**config.mk**
```make
export PLATFORM = sky130hd
export DESIGN_NAME = mcu_instruction_decoder
export DESIGN_NICKNAME = d
export VERILOG_FILES = /design/src/logic/core_pkg.sv /design/src/logic/axil_regs.sv /design/src/logic/exec_alu.sv /design/src/logic/mcu_instruction_decoder.sv
export SDC_FILE = /design/constraint.sdc
export NUM_CORES = 2
export LEC_CHECK = 0
export BUFFER_PORTS_ARGS = -buffer_cell sky130_fd_sc_hd__buf_4
export CAP_MARGIN = 5
export CORE_ASPECT_RATIO = 1.2
export CORE_MARGIN = 3
export CORE_UTILIZATION = 50
export CTS_BUF_LIST = sky130_fd_sc_hd__clkbuf_2
export CTS_CLUSTER_DIAMETER = 40
export DETAILED_ROUTE_END_ITERATION = 10
export PLACE_DENSITY_LB_ADDON = 0.1
export SYNTH_ARGS = -nofsm -noshare
export SYNTH_HDL_FRONTEND = slang
export SYNTH_HIERARCHICAL = 1
export SYNTH_SLANG_ARGS = --single-unit
```
**constraint.sdc**
```tcl
create_clock -name aclk -period 17.3 [get_ports aclk]
set_input_delay 3.46 -clock aclk [delete_from_list [all_inputs] [get_ports aclk]]
set_output_delay 3.46 -clock aclk [all_outputs]
set_load 0.02 [all_outputs]
```
**src/logic/core_pkg.sv**
```systemverilog
package core_pkg;
	// ==========================================
	// Core sizes and timing
	localparam int IP_W = 11;
	localparam int SP_W = 3;
	localparam int STACK_DEPTH = 8;
	localparam int FILE_DEPTH = 128;
	localparam int CLOCKS_PER_INSTR = 4;
	// ==========================================
	// Instruction classes and opcodes
	localparam logic [1:0] CLS_BYTE = 2'h0;
	localparam logic [1:0] CLS_BIT = 2'h1;
	localparam logic [1:0] CLS_JUMP = 2'h2;
	localparam logic [1:0] CLS_LIT = 2'h3;
	localparam logic [3:0] OP_MOVWF = 4'h0;
	localparam logic [3:0] OP_CLR = 4'h1;
	localparam logic [3:0] OP_SUB = 4'h2;
	localparam logic [3:0] OP_DEC = 4'h3;
	localparam logic [3:0] OP_IOR = 4'h4;
	localparam logic [3:0] OP_AND = 4'h5;
	localparam logic [3:0] OP_XOR = 4'h6;
	localparam logic [3:0] OP_ADD = 4'h7;
	localparam logic [3:0] OP_MOV = 4'h8;
	localparam logic [3:0] OP_COM = 4'h9;
	localparam logic [3:0] OP_INC = 4'hA;
	localparam logic [3:0] OP_DECSZ = 4'hB;
	localparam logic [3:0] OP_ROR = 4'hC;
	localparam logic [3:0] OP_ROL = 4'hD;
	localparam logic [3:0] OP_SWAP = 4'hE;
	localparam logic [3:0] OP_INCSZ = 4'hF;
	localparam logic [1:0] BOP_CLR = 2'h0;
	localparam logic [1:0] BOP_SET = 2'h1;
	localparam logic [1:0] BOP_TSC = 2'h2;
	localparam logic [1:0] BOP_TSS = 2'h3;
	localparam logic [1:0] LOP_MOVE = 2'h0;
	localparam logic [1:0] LOP_RET = 2'h1;
	localparam logic [1:0] LOP_LOGIC = 2'h2;
	localparam logic [1:0] LOP_ARITH = 2'h3;
	localparam logic [1:0] LOG_IOR = 2'h0;
	localparam logic [1:0] LOG_AND = 2'h1;
	localparam logic [1:0] LOG_XOR = 2'h2;
	localparam logic [13:0] W_KICK = 14'h0064;
	localparam logic [13:0] W_STANDBY = 14'h0063;
	localparam logic [13:0] W_IRET = 14'h0009;
	localparam logic [13:0] W_RET = 14'h0008;
	localparam logic [13:0] W_NOP = 14'h0000;
	// ==========================================
	// File register map and fields
	localparam logic [6:0] F_TIMER = 7'h01;
	localparam logic [6:0] F_PCL = 7'h02;
	localparam logic [6:0] F_STATUS = 7'h03;
	localparam logic [6:0] F_PORT = 7'h05;
	localparam logic [6:0] F_INTCON = 7'h0B;
	localparam int ST_C = 0;
	localparam int ST_NIB = 1;
	localparam int ST_Z = 2;
	localparam int ST_SLP = 3;
	localparam int ST_TMO = 4;
	localparam int IC_PCF = 0;
	localparam int IC_GIE = 7;
	localparam logic [7:0] STATUS_RST = 8'h18;
	localparam logic [7:0] INTCON_RST = 8'h00;
	localparam logic [7:0] PORT_RST = 8'h00;
	// ==========================================
	// Bus register map
	localparam logic [3:0] REG_CTRL = 4'h0;
	localparam logic [3:0] REG_STATE = 4'h4;
	localparam logic [3:0] REG_WAKE = 4'h8;
	localparam int CTRL_RUN = 0;
	localparam int CTRL_PSA = 1;
	localparam logic [1:0] CTRL_RST = 2'h0;
	localparam int STATE_W_LSB = 0;
	localparam int STATE_ST_LSB = 8;
	localparam int STATE_IP_LSB = 16;
	localparam int STATE_SLEEP = 31;
	localparam logic [1:0] RESP_OKAY = 2'h0;
	localparam logic [1:0] RESP_DECERR = 2'h3;
endpackage

```
**src/logic/axil_regs.sv**
```systemverilog
module axil_regs (
	input wire logic aclk,
	input wire logic aresetn,
	input wire logic [3:0] awaddr,
	input wire logic awvalid,
	output logic awready,
	input wire logic [31:0] wdata,
	input wire logic [3:0] wstrb,
	input wire logic wvalid,
	output logic wready,
	output logic [1:0] bresp,
	output logic bvalid,
	input wire logic bready,
	input wire logic [3:0] araddr,
	input wire logic arvalid,
	output logic arready,
	output logic [31:0] rdata,
	output logic [1:0] rresp,
	output logic rvalid,
	input wire logic rready,
	input wire logic [31:0] state_word,
	output logic [1:0] ctrl,
	output logic wake
);
	logic [3:0] aw_addr_q;
	logic [31:0] w_data_q;
	logic w_lane0_q;
	logic do_write;
	logic wr_hit;
	logic rd_hit;
	logic [31:0] rd_data;

	// ==========================================
	// Write channel
	assign do_write = !awready && !wready && !bvalid;
	assign wr_hit = (aw_addr_q == core_pkg::REG_CTRL) || (aw_addr_q == core_pkg::REG_WAKE);
	assign rd_hit = (araddr == core_pkg::REG_CTRL) || (araddr == core_pkg::REG_STATE);
	assign rd_data = (araddr == core_pkg::REG_CTRL) ? {30'h00000000, ctrl} :
		(araddr == core_pkg::REG_STATE) ? state_word : 32'h00000000;

	always_ff @(posedge aclk) begin
		if (!aresetn) begin
			awready <= 1'b1;
			wready <= 1'b1;
			bvalid <= 1'b0;
			bresp <= core_pkg::RESP_OKAY;
			aw_addr_q <= 4'h0;
			w_data_q <= 32'h00000000;
			w_lane0_q <= 1'b0;
			ctrl <= core_pkg::CTRL_RST;
			wake <= 1'b0;
		end else begin
			wake <= do_write && aw_addr_q == core_pkg::REG_WAKE && w_lane0_q && w_data_q[0];
			if (awvalid && awready) begin
				awready <= 1'b0;
				aw_addr_q <= awaddr;
			end
			if (wvalid && wready) begin
				wready <= 1'b0;
				w_data_q <= wdata;
				w_lane0_q <= wstrb[0];
			end
			if (do_write) begin
				bvalid <= 1'b1;
				bresp <= wr_hit ? core_pkg::RESP_OKAY : core_pkg::RESP_DECERR;
				if (aw_addr_q == core_pkg::REG_CTRL && w_lane0_q) begin
					ctrl <= w_data_q[1:0];
				end
			end
			if (bvalid && bready) begin
				bvalid <= 1'b0;
				awready <= 1'b1;
				wready <= 1'b1;
			end
		end
	end

	// ==========================================
	// Read channel
	always_ff @(posedge aclk) begin
		if (!aresetn) begin
			arready <= 1'b1;
			rvalid <= 1'b0;
			rdata <= 32'h00000000;
			rresp <= core_pkg::RESP_OKAY;
		end else if (arvalid && arready) begin
			arready <= 1'b0;
			rvalid <= 1'b1;
			rdata <= rd_data;
			rresp <= rd_hit ? core_pkg::RESP_OKAY : core_pkg::RESP_DECERR;
		end else if (rvalid && rready) begin
			rvalid <= 1'b0;
			arready <= 1'b1;
		end
	end
endmodule // axil_regs

```
**src/logic/exec_alu.sv**
```systemverilog
module exec_alu (
	input wire logic [13:0] instr,
	input wire logic [7:0] fval,
	input wire logic [7:0] w,
	input wire logic carry_in,
	output logic [7:0] res,
	output logic wr_w,
	output logic wr_f,
	output logic c_we,
	output logic c_val,
	output logic nib_we,
	output logic nib_val,
	output logic z_we,
	output logic z_val,
	output logic skip
);
	logic [7:0] opa;
	logic [7:0] opb;
	logic cin;
	logic arith;
	logic [8:0] sum;
	logic [4:0] nib;
	logic [7:0] bmask;

	assign sum = {1'b0, opa} + {1'b0, opb} + {8'h00, cin};
	assign nib = {1'b0, opa[3:0]} + {1'b0, opb[3:0]} + {4'h0, cin};
	assign bmask = 8'h01 << instr[9:7];
	assign z_val = (res == 8'h00);

	always_comb begin
		opa = w;
		opb = fval;
		cin = 1'b0;
		arith = 1'b0;
		res = fval;
		wr_w = 1'b0;
		wr_f = 1'b0;
		c_we = 1'b0;
		c_val = 1'b0;
		nib_we = 1'b0;
		nib_val = 1'b0;
		z_we = 1'b0;
		skip = 1'b0;
		unique case (instr[13:12])
			core_pkg::CLS_BYTE: begin
				wr_f = instr[7];
				wr_w = !instr[7];
				z_we = 1'b1;
				unique case (instr[11:8])
					core_pkg::OP_MOVWF: begin
						res = w;
						wr_w = 1'b0;
						z_we = 1'b0;
					end
					core_pkg::OP_CLR: res = 8'h00;
					core_pkg::OP_SUB: begin
						opa = fval;
						opb = ~w;
						cin = 1'b1;
						arith = 1'b1;
					end
					core_pkg::OP_DEC: res = fval - 8'h01;
					core_pkg::OP_IOR: res = w | fval;
					core_pkg::OP_AND: res = w & fval;
					core_pkg::OP_XOR: res = w ^ fval;
					core_pkg::OP_ADD: arith = 1'b1;
					core_pkg::OP_MOV: res = fval;
					core_pkg::OP_COM: res = ~fval;
					core_pkg::OP_INC: res = fval + 8'h01;
					core_pkg::OP_DECSZ: begin
						res = fval - 8'h01;
						z_we = 1'b0;
						skip = (fval == 8'h01);
					end
					core_pkg::OP_ROR: begin
						res = {carry_in, fval[7:1]};
						z_we = 1'b0;
						c_we = 1'b1;
						c_val = fval[0];
					end
					core_pkg::OP_ROL: begin
						res = {fval[6:0], carry_in};
						z_we = 1'b0;
						c_we = 1'b1;
						c_val = fval[7];
					end
					core_pkg::OP_SWAP: begin
						res = {fval[3:0], fval[7:4]};
						z_we = 1'b0;
					end
					core_pkg::OP_INCSZ: begin
						res = fval + 8'h01;
						z_we = 1'b0;
						skip = (fval == 8'hFF);
					end
				endcase
			end
			core_pkg::CLS_BIT: begin
				unique case (instr[11:10])
					core_pkg::BOP_CLR: begin
						res = fval & ~bmask;
						wr_f = 1'b1;
					end
					core_pkg::BOP_SET: begin
						res = fval | bmask;
						wr_f = 1'b1;
					end
					core_pkg::BOP_TSC: skip = ((fval & bmask) == 8'h00);
					core_pkg::BOP_TSS: skip = ((fval & bmask) != 8'h00);
				endcase
			end
			core_pkg::CLS_JUMP: begin
				res = fval;
			end
			core_pkg::CLS_LIT: begin
				res = instr[7:0];
				wr_w = 1'b1;
				unique case (instr[11:10])
					core_pkg::LOP_MOVE, core_pkg::LOP_RET: res = instr[7:0];
					core_pkg::LOP_LOGIC: begin
						z_we = 1'b1;
						if (instr[9:8] == core_pkg::LOG_IOR) begin
							res = w | instr[7:0];
						end else if (instr[9:8] == core_pkg::LOG_AND) begin
							res = w & instr[7:0];
						end else if (instr[9:8] == core_pkg::LOG_XOR) begin
							res = w ^ instr[7:0];
						end else begin
							wr_w = 1'b0;
							z_we = 1'b0;
						end
					end
					core_pkg::LOP_ARITH: begin
						arith = 1'b1;
						opa = instr[9] ? w : instr[7:0];
						opb = instr[9] ? instr[7:0] : ~w;
						cin = !instr[9];
					end
				endcase
			end
		endcase
		if (arith) begin
			res = sum[7:0];
			c_we = 1'b1;
			c_val = sum[8];
			nib_we = 1'b1;
			nib_val = nib[4];
			z_we = 1'b1;
		end
	end
endmodule // exec_alu

```
**src/logic/mcu_instruction_decoder.sv**
```systemverilog
// Function
// - Every file-register instruction reads the register before modifying and storing it.
// - Port register reads return synchronised pin levels, not the output latch.
// - Seven-bit register index reaches file addresses 0x00 through 0x7F.
// - Destination bit zero stores to accumulator, one stores back to file.
// - Bit clear and set pick one of eight bits, flags untouched.
// - Bit tests skip the next instruction on clear or on set.
// - Branches and true tests take two cycles, second one a no-op.
// - Decrement or increment with skip on zero result, flags untouched.
// - Rotates go through carry and change only carry.
// - Accumulator-file OR, XOR, AND update only the zero flag.
// - Clear file reads first, writes zero, sets zero; port read ends mismatch.
// - Literal subtract and add update carry, nibble carry and zero.
// - Literal OR, XOR, AND with accumulator update only the zero flag.
// - Watchdog kick clears the watchdog, sets timeout and sleep bits.
// - Standby enters sleep, sets timeout bit, clears sleep bit.
// - Interrupt return and subroutine return pop the stack in two cycles.
// - Return with literal loads accumulator and returns in two cycles.
// - File write of timer count clears prescaler when assigned to timer.
// - Don't-care opcode bits are ignored, either value accepted.
// - Each instruction cycle spans four clock periods.
module mcu_instruction_decoder (
	input wire logic aclk,
	input wire logic aresetn,
	input wire logic [3:0] s_axi_awaddr,
	input wire logic s_axi_awvalid,
	output logic s_axi_awready,
	input wire logic [31:0] s_axi_wdata,
	input wire logic [3:0] s_axi_wstrb,
	input wire logic s_axi_wvalid,
	output logic s_axi_wready,
	output logic [1:0] s_axi_bresp,
	output logic s_axi_bvalid,
	input wire logic s_axi_bready,
	input wire logic [3:0] s_axi_araddr,
	input wire logic s_axi_arvalid,
	output logic s_axi_arready,
	output logic [31:0] s_axi_rdata,
	output logic [1:0] s_axi_rresp,
	output logic s_axi_rvalid,
	input wire logic s_axi_rready,
	output logic [10:0] prog_addr,
	input wire logic [13:0] prog_data,
	input wire logic [7:0] port_pins,
	output logic [7:0] port_latch,
	output logic wdt_clear,
	output logic prescaler_clear,
	output logic standby
);
	typedef enum logic [1:0] {ST_FETCH, ST_LATCH, ST_READ, ST_EXEC} phase_e;

	// ==========================================
	// State
	phase_e phase_q;
	logic [10:0] ip_q;
	logic [10:0] ip_d;
	logic [10:0] prog_addr_q;
	logic [13:0] instr_q;
	logic [7:0] fval_q;
	logic [7:0] w_q;
	logic [7:0] status_q;
	logic [7:0] status_d;
	logic [7:0] intcon_q;
	logic [7:0] port_latch_q;
	logic [7:0] port_seen_q;
	logic [7:0] pins_meta_q;
	logic [7:0] pins_sync_q;
	logic nop_cycle_q;
	logic standby_q;
	logic wdt_clear_q;
	logic psc_clear_q;
	logic [10:0] stack_q [core_pkg::STACK_DEPTH];
	logic [2:0] sp_q;
	logic [7:0] mem_q [core_pkg::FILE_DEPTH];

	// ==========================================
	// Bus and execution wires
	logic [1:0] ctrl;
	logic wake;
	logic [31:0] state_word;
	logic [7:0] alu_res;
	logic alu_wr_w;
	logic alu_wr_f;
	logic alu_c_we;
	logic alu_c;
	logic alu_nib_we;
	logic alu_nib;
	logic alu_z_we;
	logic alu_z;
	logic alu_skip;
	logic running;
	logic exec;
	logic [1:0] cls;
	logic [6:0] faddr;
	logic file_ref;
	logic is_call;
	logic is_jump;
	logic is_ret;
	logic is_iret;
	logic is_ret_lit;
	logic is_kick;
	logic is_standby;
	logic is_pop;
	logic wr_f_en;
	logic pcl_write;
	logic two_cycle;
	logic [7:0] rd_val;
	logic [10:0] ip_inc;
	logic [10:0] stack_top;

	assign state_word = {standby_q, 4'h0, ip_q, status_q, w_q};
	assign running = ctrl[core_pkg::CTRL_RUN] && !standby_q;
	assign exec = running && (phase_q == ST_EXEC);
	assign cls = instr_q[13:12];
	assign faddr = instr_q[6:0];
	assign file_ref = (cls == core_pkg::CLS_BIT) || ((cls == core_pkg::CLS_BYTE) &&
		!((instr_q[11:9] == 3'h0) && !instr_q[7]));
	assign is_call = (cls == core_pkg::CLS_JUMP) && !instr_q[11];
	assign is_jump = (cls == core_pkg::CLS_JUMP) && instr_q[11];
	assign is_ret = (instr_q == core_pkg::W_RET);
	assign is_iret = (instr_q == core_pkg::W_IRET);
	assign is_ret_lit = (cls == core_pkg::CLS_LIT) &&
		(instr_q[11:10] == core_pkg::LOP_RET);
	assign is_kick = (instr_q == core_pkg::W_KICK);
	assign is_standby = (instr_q == core_pkg::W_STANDBY);
	assign is_pop = is_ret || is_iret || is_ret_lit;
	assign wr_f_en = exec && file_ref && alu_wr_f;
	assign pcl_write = wr_f_en && (faddr == core_pkg::F_PCL);
	assign two_cycle = !nop_cycle_q &&
		(is_call || is_jump || is_pop || pcl_write || alu_skip);
	assign ip_inc = ip_q + 11'h001;
	assign stack_top = stack_q[sp_q - 3'h1];
	assign prog_addr = prog_addr_q;
	assign port_latch = port_latch_q;
	assign wdt_clear = wdt_clear_q;
	assign prescaler_clear = psc_clear_q;
	assign standby = standby_q;

	// ==========================================
	// File read selection
	assign rd_val = (faddr == core_pkg::F_PORT) ? pins_sync_q :
		(faddr == core_pkg::F_STATUS) ? status_q :
		(faddr == core_pkg::F_PCL) ? ip_q[7:0] :
		(faddr == core_pkg::F_INTCON) ? intcon_q : mem_q[faddr];

	axil_regs u_regs (
		.aclk(aclk),
		.aresetn(aresetn),
		.awaddr(s_axi_awaddr),
		.awvalid(s_axi_awvalid),
		.awready(s_axi_awready),
		.wdata(s_axi_wdata),
		.wstrb(s_axi_wstrb),
		.wvalid(s_axi_wvalid),
		.wready(s_axi_wready),
		.bresp(s_axi_bresp),
		.bvalid(s_axi_bvalid),
		.bready(s_axi_bready),
		.araddr(s_axi_araddr),
		.arvalid(s_axi_arvalid),
		.arready(s_axi_arready),
		.rdata(s_axi_rdata),
		.rresp(s_axi_rresp),
		.rvalid(s_axi_rvalid),
		.rready(s_axi_rready),
		.state_word(state_word),
		.ctrl(ctrl),
		.wake(wake)
	);

	exec_alu u_alu (
		.instr(instr_q),
		.fval(fval_q),
		.w(w_q),
		.carry_in(status_q[core_pkg::ST_C]),
		.res(alu_res),
		.wr_w(alu_wr_w),
		.wr_f(alu_wr_f),
		.c_we(alu_c_we),
		.c_val(alu_c),
		.nib_we(alu_nib_we),
		.nib_val(alu_nib),
		.z_we(alu_z_we),
		.z_val(alu_z),
		.skip(alu_skip)
	);

	// ==========================================
	// Next instruction pointer
	always_comb begin
		ip_d = ip_q;
		if (nop_cycle_q) begin
			ip_d = ip_q;
		end else if (is_call || is_jump) begin
			ip_d = instr_q[10:0];
		end else if (is_pop) begin
			ip_d = stack_top;
		end else if (pcl_write) begin
			ip_d = {ip_q[10:8], alu_res};
		end else if (alu_skip) begin
			ip_d = ip_q + 11'h002;
		end else begin
			ip_d = ip_inc;
		end
	end

	// ==========================================
	// Status flags
	always_comb begin
		status_d = status_q;
		if (wr_f_en && faddr == core_pkg::F_STATUS) begin
			status_d = {alu_res[7:5], status_q[4:3], alu_res[2:0]};
		end
		if (alu_c_we) begin
			status_d[core_pkg::ST_C] = alu_c;
		end
		if (alu_nib_we) begin
			status_d[core_pkg::ST_NIB] = alu_nib;
		end
		if (alu_z_we) begin
			status_d[core_pkg::ST_Z] = alu_z;
		end
		if (is_kick) begin
			status_d[core_pkg::ST_TMO] = 1'b1;
			status_d[core_pkg::ST_SLP] = 1'b1;
		end
		if (is_standby) begin
			status_d[core_pkg::ST_TMO] = 1'b1;
			status_d[core_pkg::ST_SLP] = 1'b0;
		end
	end

	// ==========================================
	// Pin synchroniser
	always_ff @(posedge aclk) begin
		if (!aresetn) begin
			pins_meta_q <= 8'h00;
			pins_sync_q <= 8'h00;
		end else begin
			pins_meta_q <= port_pins;
			pins_sync_q <= pins_meta_q;
		end
	end

	// ==========================================
	// Instruction cycle sequencing
	always_ff @(posedge aclk) begin
		if (!aresetn) begin
			phase_q <= ST_FETCH;
			prog_addr_q <= 11'h000;
			instr_q <= core_pkg::W_NOP;
			fval_q <= 8'h00;
			nop_cycle_q <= 1'b0;
		end else if (running) begin
			unique case (phase_q)
				ST_FETCH: begin
					prog_addr_q <= ip_q;
					phase_q <= ST_LATCH;
				end
				ST_LATCH: begin
					instr_q <= nop_cycle_q ? core_pkg::W_NOP : prog_data;
					phase_q <= ST_READ;
				end
				ST_READ: begin
					fval_q <= rd_val;
					phase_q <= ST_EXEC;
				end
				ST_EXEC: begin
					nop_cycle_q <= two_cycle;
					phase_q <= ST_FETCH;
				end
			endcase
		end
	end

	// ==========================================
	// Execution results
	always_ff @(posedge aclk) begin
		if (!aresetn) begin
			ip_q <= 11'h000;
			w_q <= 8'h00;
			status_q <= core_pkg::STATUS_RST;
			sp_q <= 3'h0;
			standby_q <= 1'b0;
			wdt_clear_q <= 1'b0;
			psc_clear_q <= 1'b0;
			port_latch_q <= core_pkg::PORT_RST;
		end else begin
			wdt_clear_q <= exec && (is_kick || is_standby);
			psc_clear_q <= wr_f_en && faddr == core_pkg::F_TIMER && ctrl[core_pkg::CTRL_PSA];
			if (wake) begin
				standby_q <= 1'b0;
			end else if (exec && is_standby) begin
				standby_q <= 1'b1;
			end
			if (exec) begin
				ip_q <= ip_d;
				status_q <= status_d;
				if (alu_wr_w) begin
					w_q <= alu_res;
				end
				if (wr_f_en && faddr == core_pkg::F_PORT) begin
					port_latch_q <= alu_res;
				end
				if (is_call) begin
					sp_q <= sp_q + 3'h1;
				end else if (is_pop) begin
					sp_q <= sp_q - 3'h1;
				end
			end
		end
	end

	// ==========================================
	// Pin change mismatch and interrupt control
	always_ff @(posedge aclk) begin
		if (!aresetn) begin
			port_seen_q <= 8'h00;
			intcon_q <= core_pkg::INTCON_RST;
		end else begin
			if (phase_q == ST_READ && running && file_ref && faddr == core_pkg::F_PORT) begin
				port_seen_q <= pins_sync_q;
			end
			if (wr_f_en && faddr == core_pkg::F_INTCON) begin
				intcon_q <= alu_res;
			end else if (exec && is_iret) begin
				intcon_q[core_pkg::IC_GIE] <= 1'b1;
			end
			if (pins_sync_q != port_seen_q) begin
				intcon_q[core_pkg::IC_PCF] <= 1'b1;
			end
		end
	end

	// ==========================================
	// Storage arrays
	always_ff @(posedge aclk) begin
		if (exec && is_call) begin
			stack_q[sp_q] <= ip_inc;
		end
		if (wr_f_en) begin
			mem_q[faddr] <= alu_res;
		end
	end
endmodule // mcu_instruction_decoder
```
# Yosys cells after proc, flatten, opt, wreduce, memory -nomap -nowiden
# Memory sizes are Yosys's and may differ from the RTL's. A register that Yosys moved wholly into a read port is not among the register bits.
# Index checks and enable logic that the tools add are counted.
[op_classes]
addsub = 10
multipliers = 0
n_div = 0
order_cmp = 0
n_eq_ne = 40
shifts = 1
muxes = 81
bitwise = 14
n_reduce_logical = 95
[ops]
columns = ["op", "n"]
rows = [
  ["8-bit two-way mux", 15],
  ["8-bit one-hot mux with 11 select lines", 1],
  ["32-bit two-way mux", 2],
  ["8-bit one-hot mux with 2 select lines", 3],
  ["11-bit two-way mux", 4],
  ["1-bit two-way mux", 35],
  ["1-bit logical AND", 34],
  ["8-bit bitwise AND", 4],
  ["4-bit equality test (second input constant)", 8],
  ["8-bit one-hot mux with 4 select lines", 1],
  ["14-bit by 4-bit equality test with 1-bit output (second input constant)", 2],
  ["14-bit by 7-bit equality test with 1-bit output (second input constant)", 2],
  ["2-bit AND reduction", 14],
  ["8-bit NOT", 3],
  ["8-bit OR", 3],
  ["4-bit by 3-bit equality test with 1-bit output (second input constant)", 5],
  ["1-bit one-hot mux with 2 select lines", 9],
  ["8-bit logical NOT", 2],
  ["2-bit nonzero test", 8],
  ["8-bit bitwise XOR", 2],
  ["2-bit equality test (second input constant)", 7],
  ["7-bit by 2-bit equality test with 1-bit output (second input constant)", 2],
  ["14-bit two-way mux", 1],
  ["7-bit two-way mux", 2],
  ["34 further kinds", 72],
]
[totals]
ff_bits = 160
latch_bits = 0
mem_bits_rw = 1112
romBits = 0
in_bits = 73
out_inout_bits = 63
word_cells = 280
memories = 2
[memory_table]
columns = ["name", "words", "width", "rd", "rd_ports_with_merged_regs", "write_ports", "line", "rtl"]
rows = [
  ["mem_q", 128, 8, 1, 1, 1, "mcu_instruction_decoder.sv:74", "logic [7:0] mem_q [core_pkg::FILE_DEPTH];"],
  ["stack_q", 8, 11, 1, 0, 1, "mcu_instruction_decoder.sv:72", "logic [10:0] stack_q [core_pkg::STACK_DEPTH];"],
]

# Longest topological paths before layout
[logic_depth]
ltp_word = 11
mapped_depth = 23
ltp_nobuf = 20

# Cells and area by module
# Netlist, hierarchy kept.
[modules_own_cells]
columns = ["mod", "instances", "cells_each", "area_each_um2"]
rows = [
  ["mcu_instruction_decoder", 1, 2767, 48540.3],
  ["exec_alu", 1, 534, 3462.1],
  ["axil_regs", 1, 220, 1981.9],
]

# Worst setup path after synthesis
# OpenSTA, ideal clock, no wires.
[synth_timing]
kind = "flip-flop to flip-flop"
start = "register instr_q[12]"
end = "memory mem_q[0][4] (data pin)"
t_arrival_ns = 8.627
t_required_ns = 16.037
setup_slack_ns = 7.410
path_stages_with_launch = 18
synth_period_minus_slack_ns = 9.890
path_cell_list = "dfxtp_1 > inv_1 > ha_1 > clkbuf_1 > clkbuf_1 > and3_1 > clkbuf_1 > nor2_1 > nor2_1 > a21oi_1 > nor2_1 > a21oi_1 > fa_1 > fa_1 > nor2b_1 > o21ai_0 > nor3b_1 > o31ai_1"
[synth_between]
elab_chain_cells = 5
word_cells_on_any_way = 12
[synth_rtl]
columns = ["element", "line", "rtl"]
rows = [
  ["from (decl)", "mcu_instruction_decoder.sv:58", "logic [13:0] instr_q;"],
  ["from (signal assigned)", "mcu_instruction_decoder.sv:251", "instr_q <= core_pkg::W_NOP;"],
  ["from (signal assigned)", "mcu_instruction_decoder.sv:261", "instr_q <= nop_cycle_q ? core_pkg::W_NOP : prog_data;"],
  ["2-bit equality test / 2-bit logical NOT (equally long branches)", "exec_alu.sv:44", "unique case (instr[13:12])"],
  ["8-bit one-hot mux with 2 select lines", "exec_alu.sv:44", ""],
  ["8-bit by 8-bit adder with 9-bit output", "exec_alu.sv:25", "assign sum = {1'b0, opa} + {1'b0, opb} + {8'h00, cin};"],
  ["9-bit by 1-bit adder with 9-bit output", "exec_alu.sv:25", ""],
  ["8-bit two-way mux (*)", "exec_alu.sv:142", "if (arith) begin"],
  ["named net alu_res[4]", "mcu_instruction_decoder.sv:81", "logic [7:0] alu_res;"],
  ["to (decl)", "mcu_instruction_decoder.sv:74", ""],
]
# The timed path passes the listed nets; every way through them passes the cells marked *.

# Worst setup path in the final report
[layout_timing]
start = "register instr_q[12]"
end = "register ip_q[7]"
[layout_between]
word_cells_on_any_way = 31
[layout_lines]
columns = ["element", "line", "rtl"]
rows = [
  ["2-bit equality test / 2-bit logical NOT (equally long branches)", "exec_alu.sv:44", ""],
  ["8-bit one-hot mux with 2 select lines", "exec_alu.sv:44", ""],
  ["8-bit by 8-bit adder with 9-bit output", "exec_alu.sv:25", ""],
  ["9-bit by 1-bit adder with 9-bit output", "exec_alu.sv:25", ""],
  ["8-bit two-way mux (*)", "exec_alu.sv:142", ""],
  ["named net alu_res[7]", "mcu_instruction_decoder.sv:81", ""],
  ["11-bit two-way mux (*)", "mcu_instruction_decoder.sv:198", "end else if (pcl_write) begin"],
  ["11-bit two-way mux (*)", "mcu_instruction_decoder.sv:196", "end else if (is_pop) begin"],
  ["11-bit two-way mux (*)", "mcu_instruction_decoder.sv:194", "end else if (is_call || is_jump) begin"],
  ["to (signal assigned)", "mcu_instruction_decoder.sv:297", "ip_q <= ip_d;"],
  ["to (decl)", "mcu_instruction_decoder.sv:55", "logic [10:0] ip_q;"],
]
# The timed path passes the listed nets; every way through them passes the cells marked *. The select of a mux whose other input is x is not followed.
# A chain may end at the register's enable or synchronous reset.

==> metrics.cfg <==
[sta]
slew_violations=0
period_minus_slack_ps=6700
timing.fmax_ghz=0.149
fin_crit_sh_pct=38.7
rsz0062_at_grt=no
setup_violations=0
tns_ps=0
skew_ps=127
timing.slew.headroom_pct=14.8
hold_viol=0
worst_pin_slew_ps=1270

[yosys]
ys_warn_count=6
netlist_instances=3521
synth_area_sq_um=54000
ys_ff_latch=1276
netlist_top_cells_area=edfxtp_1 62%, mux4_2 8.6%, dfxtp_1 6.1%
yosysSeqAreaShare_pct=67.9
synthDominantCellAreaShare_pct=61.9
avgSynthCellArea_sq_um=15.3
synth.largest_area_cell=edfxtp_1
synth_edf_count=1112
synth_cell_type_count=97
async_flop_share_pct=0
synth_flop_cell=edfxtp_1

[floorplan]
rows=131
core_area_sq_um=107000
initial_core_util_pct=50.6
die_h_microns=366
ios=136
die_x_microns=306
die_area_sq_um=112000

[status]
status=finished clean

[placed_design]
placed_cell_area_sq_um=56100
place.detailed.hpwl_mm=90.3
gp_congestion=0.910
portBuffers=102
placed_cells=4855

[clock_tree]
ctsHoldBuffers=0
cts-htree-levels=5
cts_buffers=317
postCtsSetupRepairBufs=0
cts_resized=0
cts-root-buf=clkbuf_2
cts.clk_slew.worst_paths_ps=90
insertion_delay_ps=1580
max-clock-path-buffers=4
clock_sinks=1276
cts_tree=yes

[routing]
firstDrtPassIters=8
via_per_inst=6.14
wl_per_cell_microns=27.3
ant_nets=0
drt_iter0_markers=3649
drcViolationCount=0
vias=33000
routed_wl_mm=147

[critical_path]
worstPathRequired_ps=18730
endpoint_kind=flip-flop
critical_path_class=flip-flop to flip-flop
cp.arrival_ps=8130
critPathLaunchType=flip-flop
path_max_fanout=89

[cells_and_area]
final_common_cell=edfxtp_1
drive_gt1_share_pct=22.9
layout.cells.non_filler=5377
area_delta_synth_final_pct=8.76
final_nets=3909
final_cell_mix=1112 x edfxtp_1, 445 x clkbuf_2, 245 x nor2_1
final_area_sq_um=58700
fill_cells=8630

[global_route]
grt_overflow=0
grt_use_total_pct=26.2
grt_pass1_vias=33400
grt_max_degree=112
antenna_found_initial=6
grt_pass1_wl_mm=217

[flow_run]
cap_violations=0

[power]
power.density_nw_per_um2=88.5
leakagePower_uw=0.0194
ir_drop_v=0.0000675

[worst_hold_path]
min_path_type=flip-flop to flip-flop

path summary, 6_finish.rpt:
check | depth (start not counted) | end | slack (ps) | from
min reg2reg | 1 | pins_sync_q[3] | 410 | pins_meta_q[3]
max reg2reg | 20 | ip_q[7] | 10600 | instr_q[12]
min | 1 | pins_sync_q[3] | 410 | pins_meta_q[3]
max | 20 | ip_q[7] | 10600 | instr_q[12]
where the power goes:
part	internal (uW)	switching, uW
Sequential	3290	3.75
Clock	712	1150
Combinational	13.8	20.6
Total	4020	1180
worst max-delay path, cell delays in order (launching register included):
cell and delay [ps]:
dfxtp_1 610, ha_1 580, nand3_1 180, nor2_1 610, nor2_1 310, nor2_1 180, a21oi_1 60, o21ai_1 210
ha_1 260, nor2b_1 120, o21ai_0 270, a21oi_1 170, o41ai_1 380, xor2_1 220, o22ai_4 200, buf_4 760
buf_4 670, o221ai_1 200, a21oi_1 210, nand3_1 100, a31oi_1 180
routing by layer:
metal / wire length, microns / track usage (%) / up-vias
met5: 51 / 0 / -
met4: 5100 / 10.5 / 8
met3: 11000 / 5.38 / 295
met2: 72400 / 42.8 / 1559
met1: 58100 / 34.3 / 16600
li1: - / - / 14500
per-stage QoR:
stage | worst slack [ps] | utilization (%) | hold WS (ps) | power, uW
finish | 10600 | 55.0 | 405 | 5200
CTS | 10760 | 55.0 | 413 | 5250
global route | 10130 | 55.0 | 441 | 5420
global placement | 10990 | 52.6 | 391 | 3400
floorplan | 7410 | - | 376 | 3390
detailed placement | 10870 | 52.6 | 380 | 3400
cell type report:
class,count,area [sq um],share of cell area [%]
flip-flops and latches,1276,36700,62.5
multi-input cells,1962,16200,27.6
clock buffers,445,2230,3.79
well taps,1396,1750,2.97
repair buffers,169,1310,2.24
clock inverters,72,342,0.582
inverters,53,199,0.339
diodes,4,10.0,0.0170
logic make-up after synthesis:
kind of cell    count (synthesis)  synth area share (%)
compound gates                606                  7.48
xor+xnor                       37                 0.600
fa+ha+maj                      57                  1.35
buf+inv                       286                  2.34
flops                        1276                  67.9
mux                           443                  13.0
other cells                     2                0.0139
simple gates                  814                  7.26
sequential cells by signal, summed over array words and instances (netlist names), 2 cells and up, named ones only:
register          flops
ip_q                 11
w_q                   8
phase_q               2
instr_q              14
fval_q                8
u_regs/w_data_q       2
stack_q              88
port_latch            8
pins_sync_q           8
prog_addr            11
u_regs/aw_addr_q      4
intcon_q              8
pins_meta_q           8
port_seen_q           8
u_regs/rdata         32
status_q              7
sp_q                  3
u_regs/ctrl           2
mem_q              1024
cell usage after synthesis (all sizes together), types with 22 or more instances:
library cell / n
nor2: 249
dfxtp: 164
inv: 48
a21boi: 41
buf: 115
nor3: 32
nand4: 61
o21ai: 99
clkbuf: 118
a211oi: 32
mux2: 23
nand2: 232
o22ai: 22
edfxtp: 1112
nand3: 53
mux2i: 215
ha: 55
a22oi: 76
a21oi: 167
nor2b: 46
mux4: 205
nand2b: 29
and2: 32
Power figures use the tool's default switching activity.
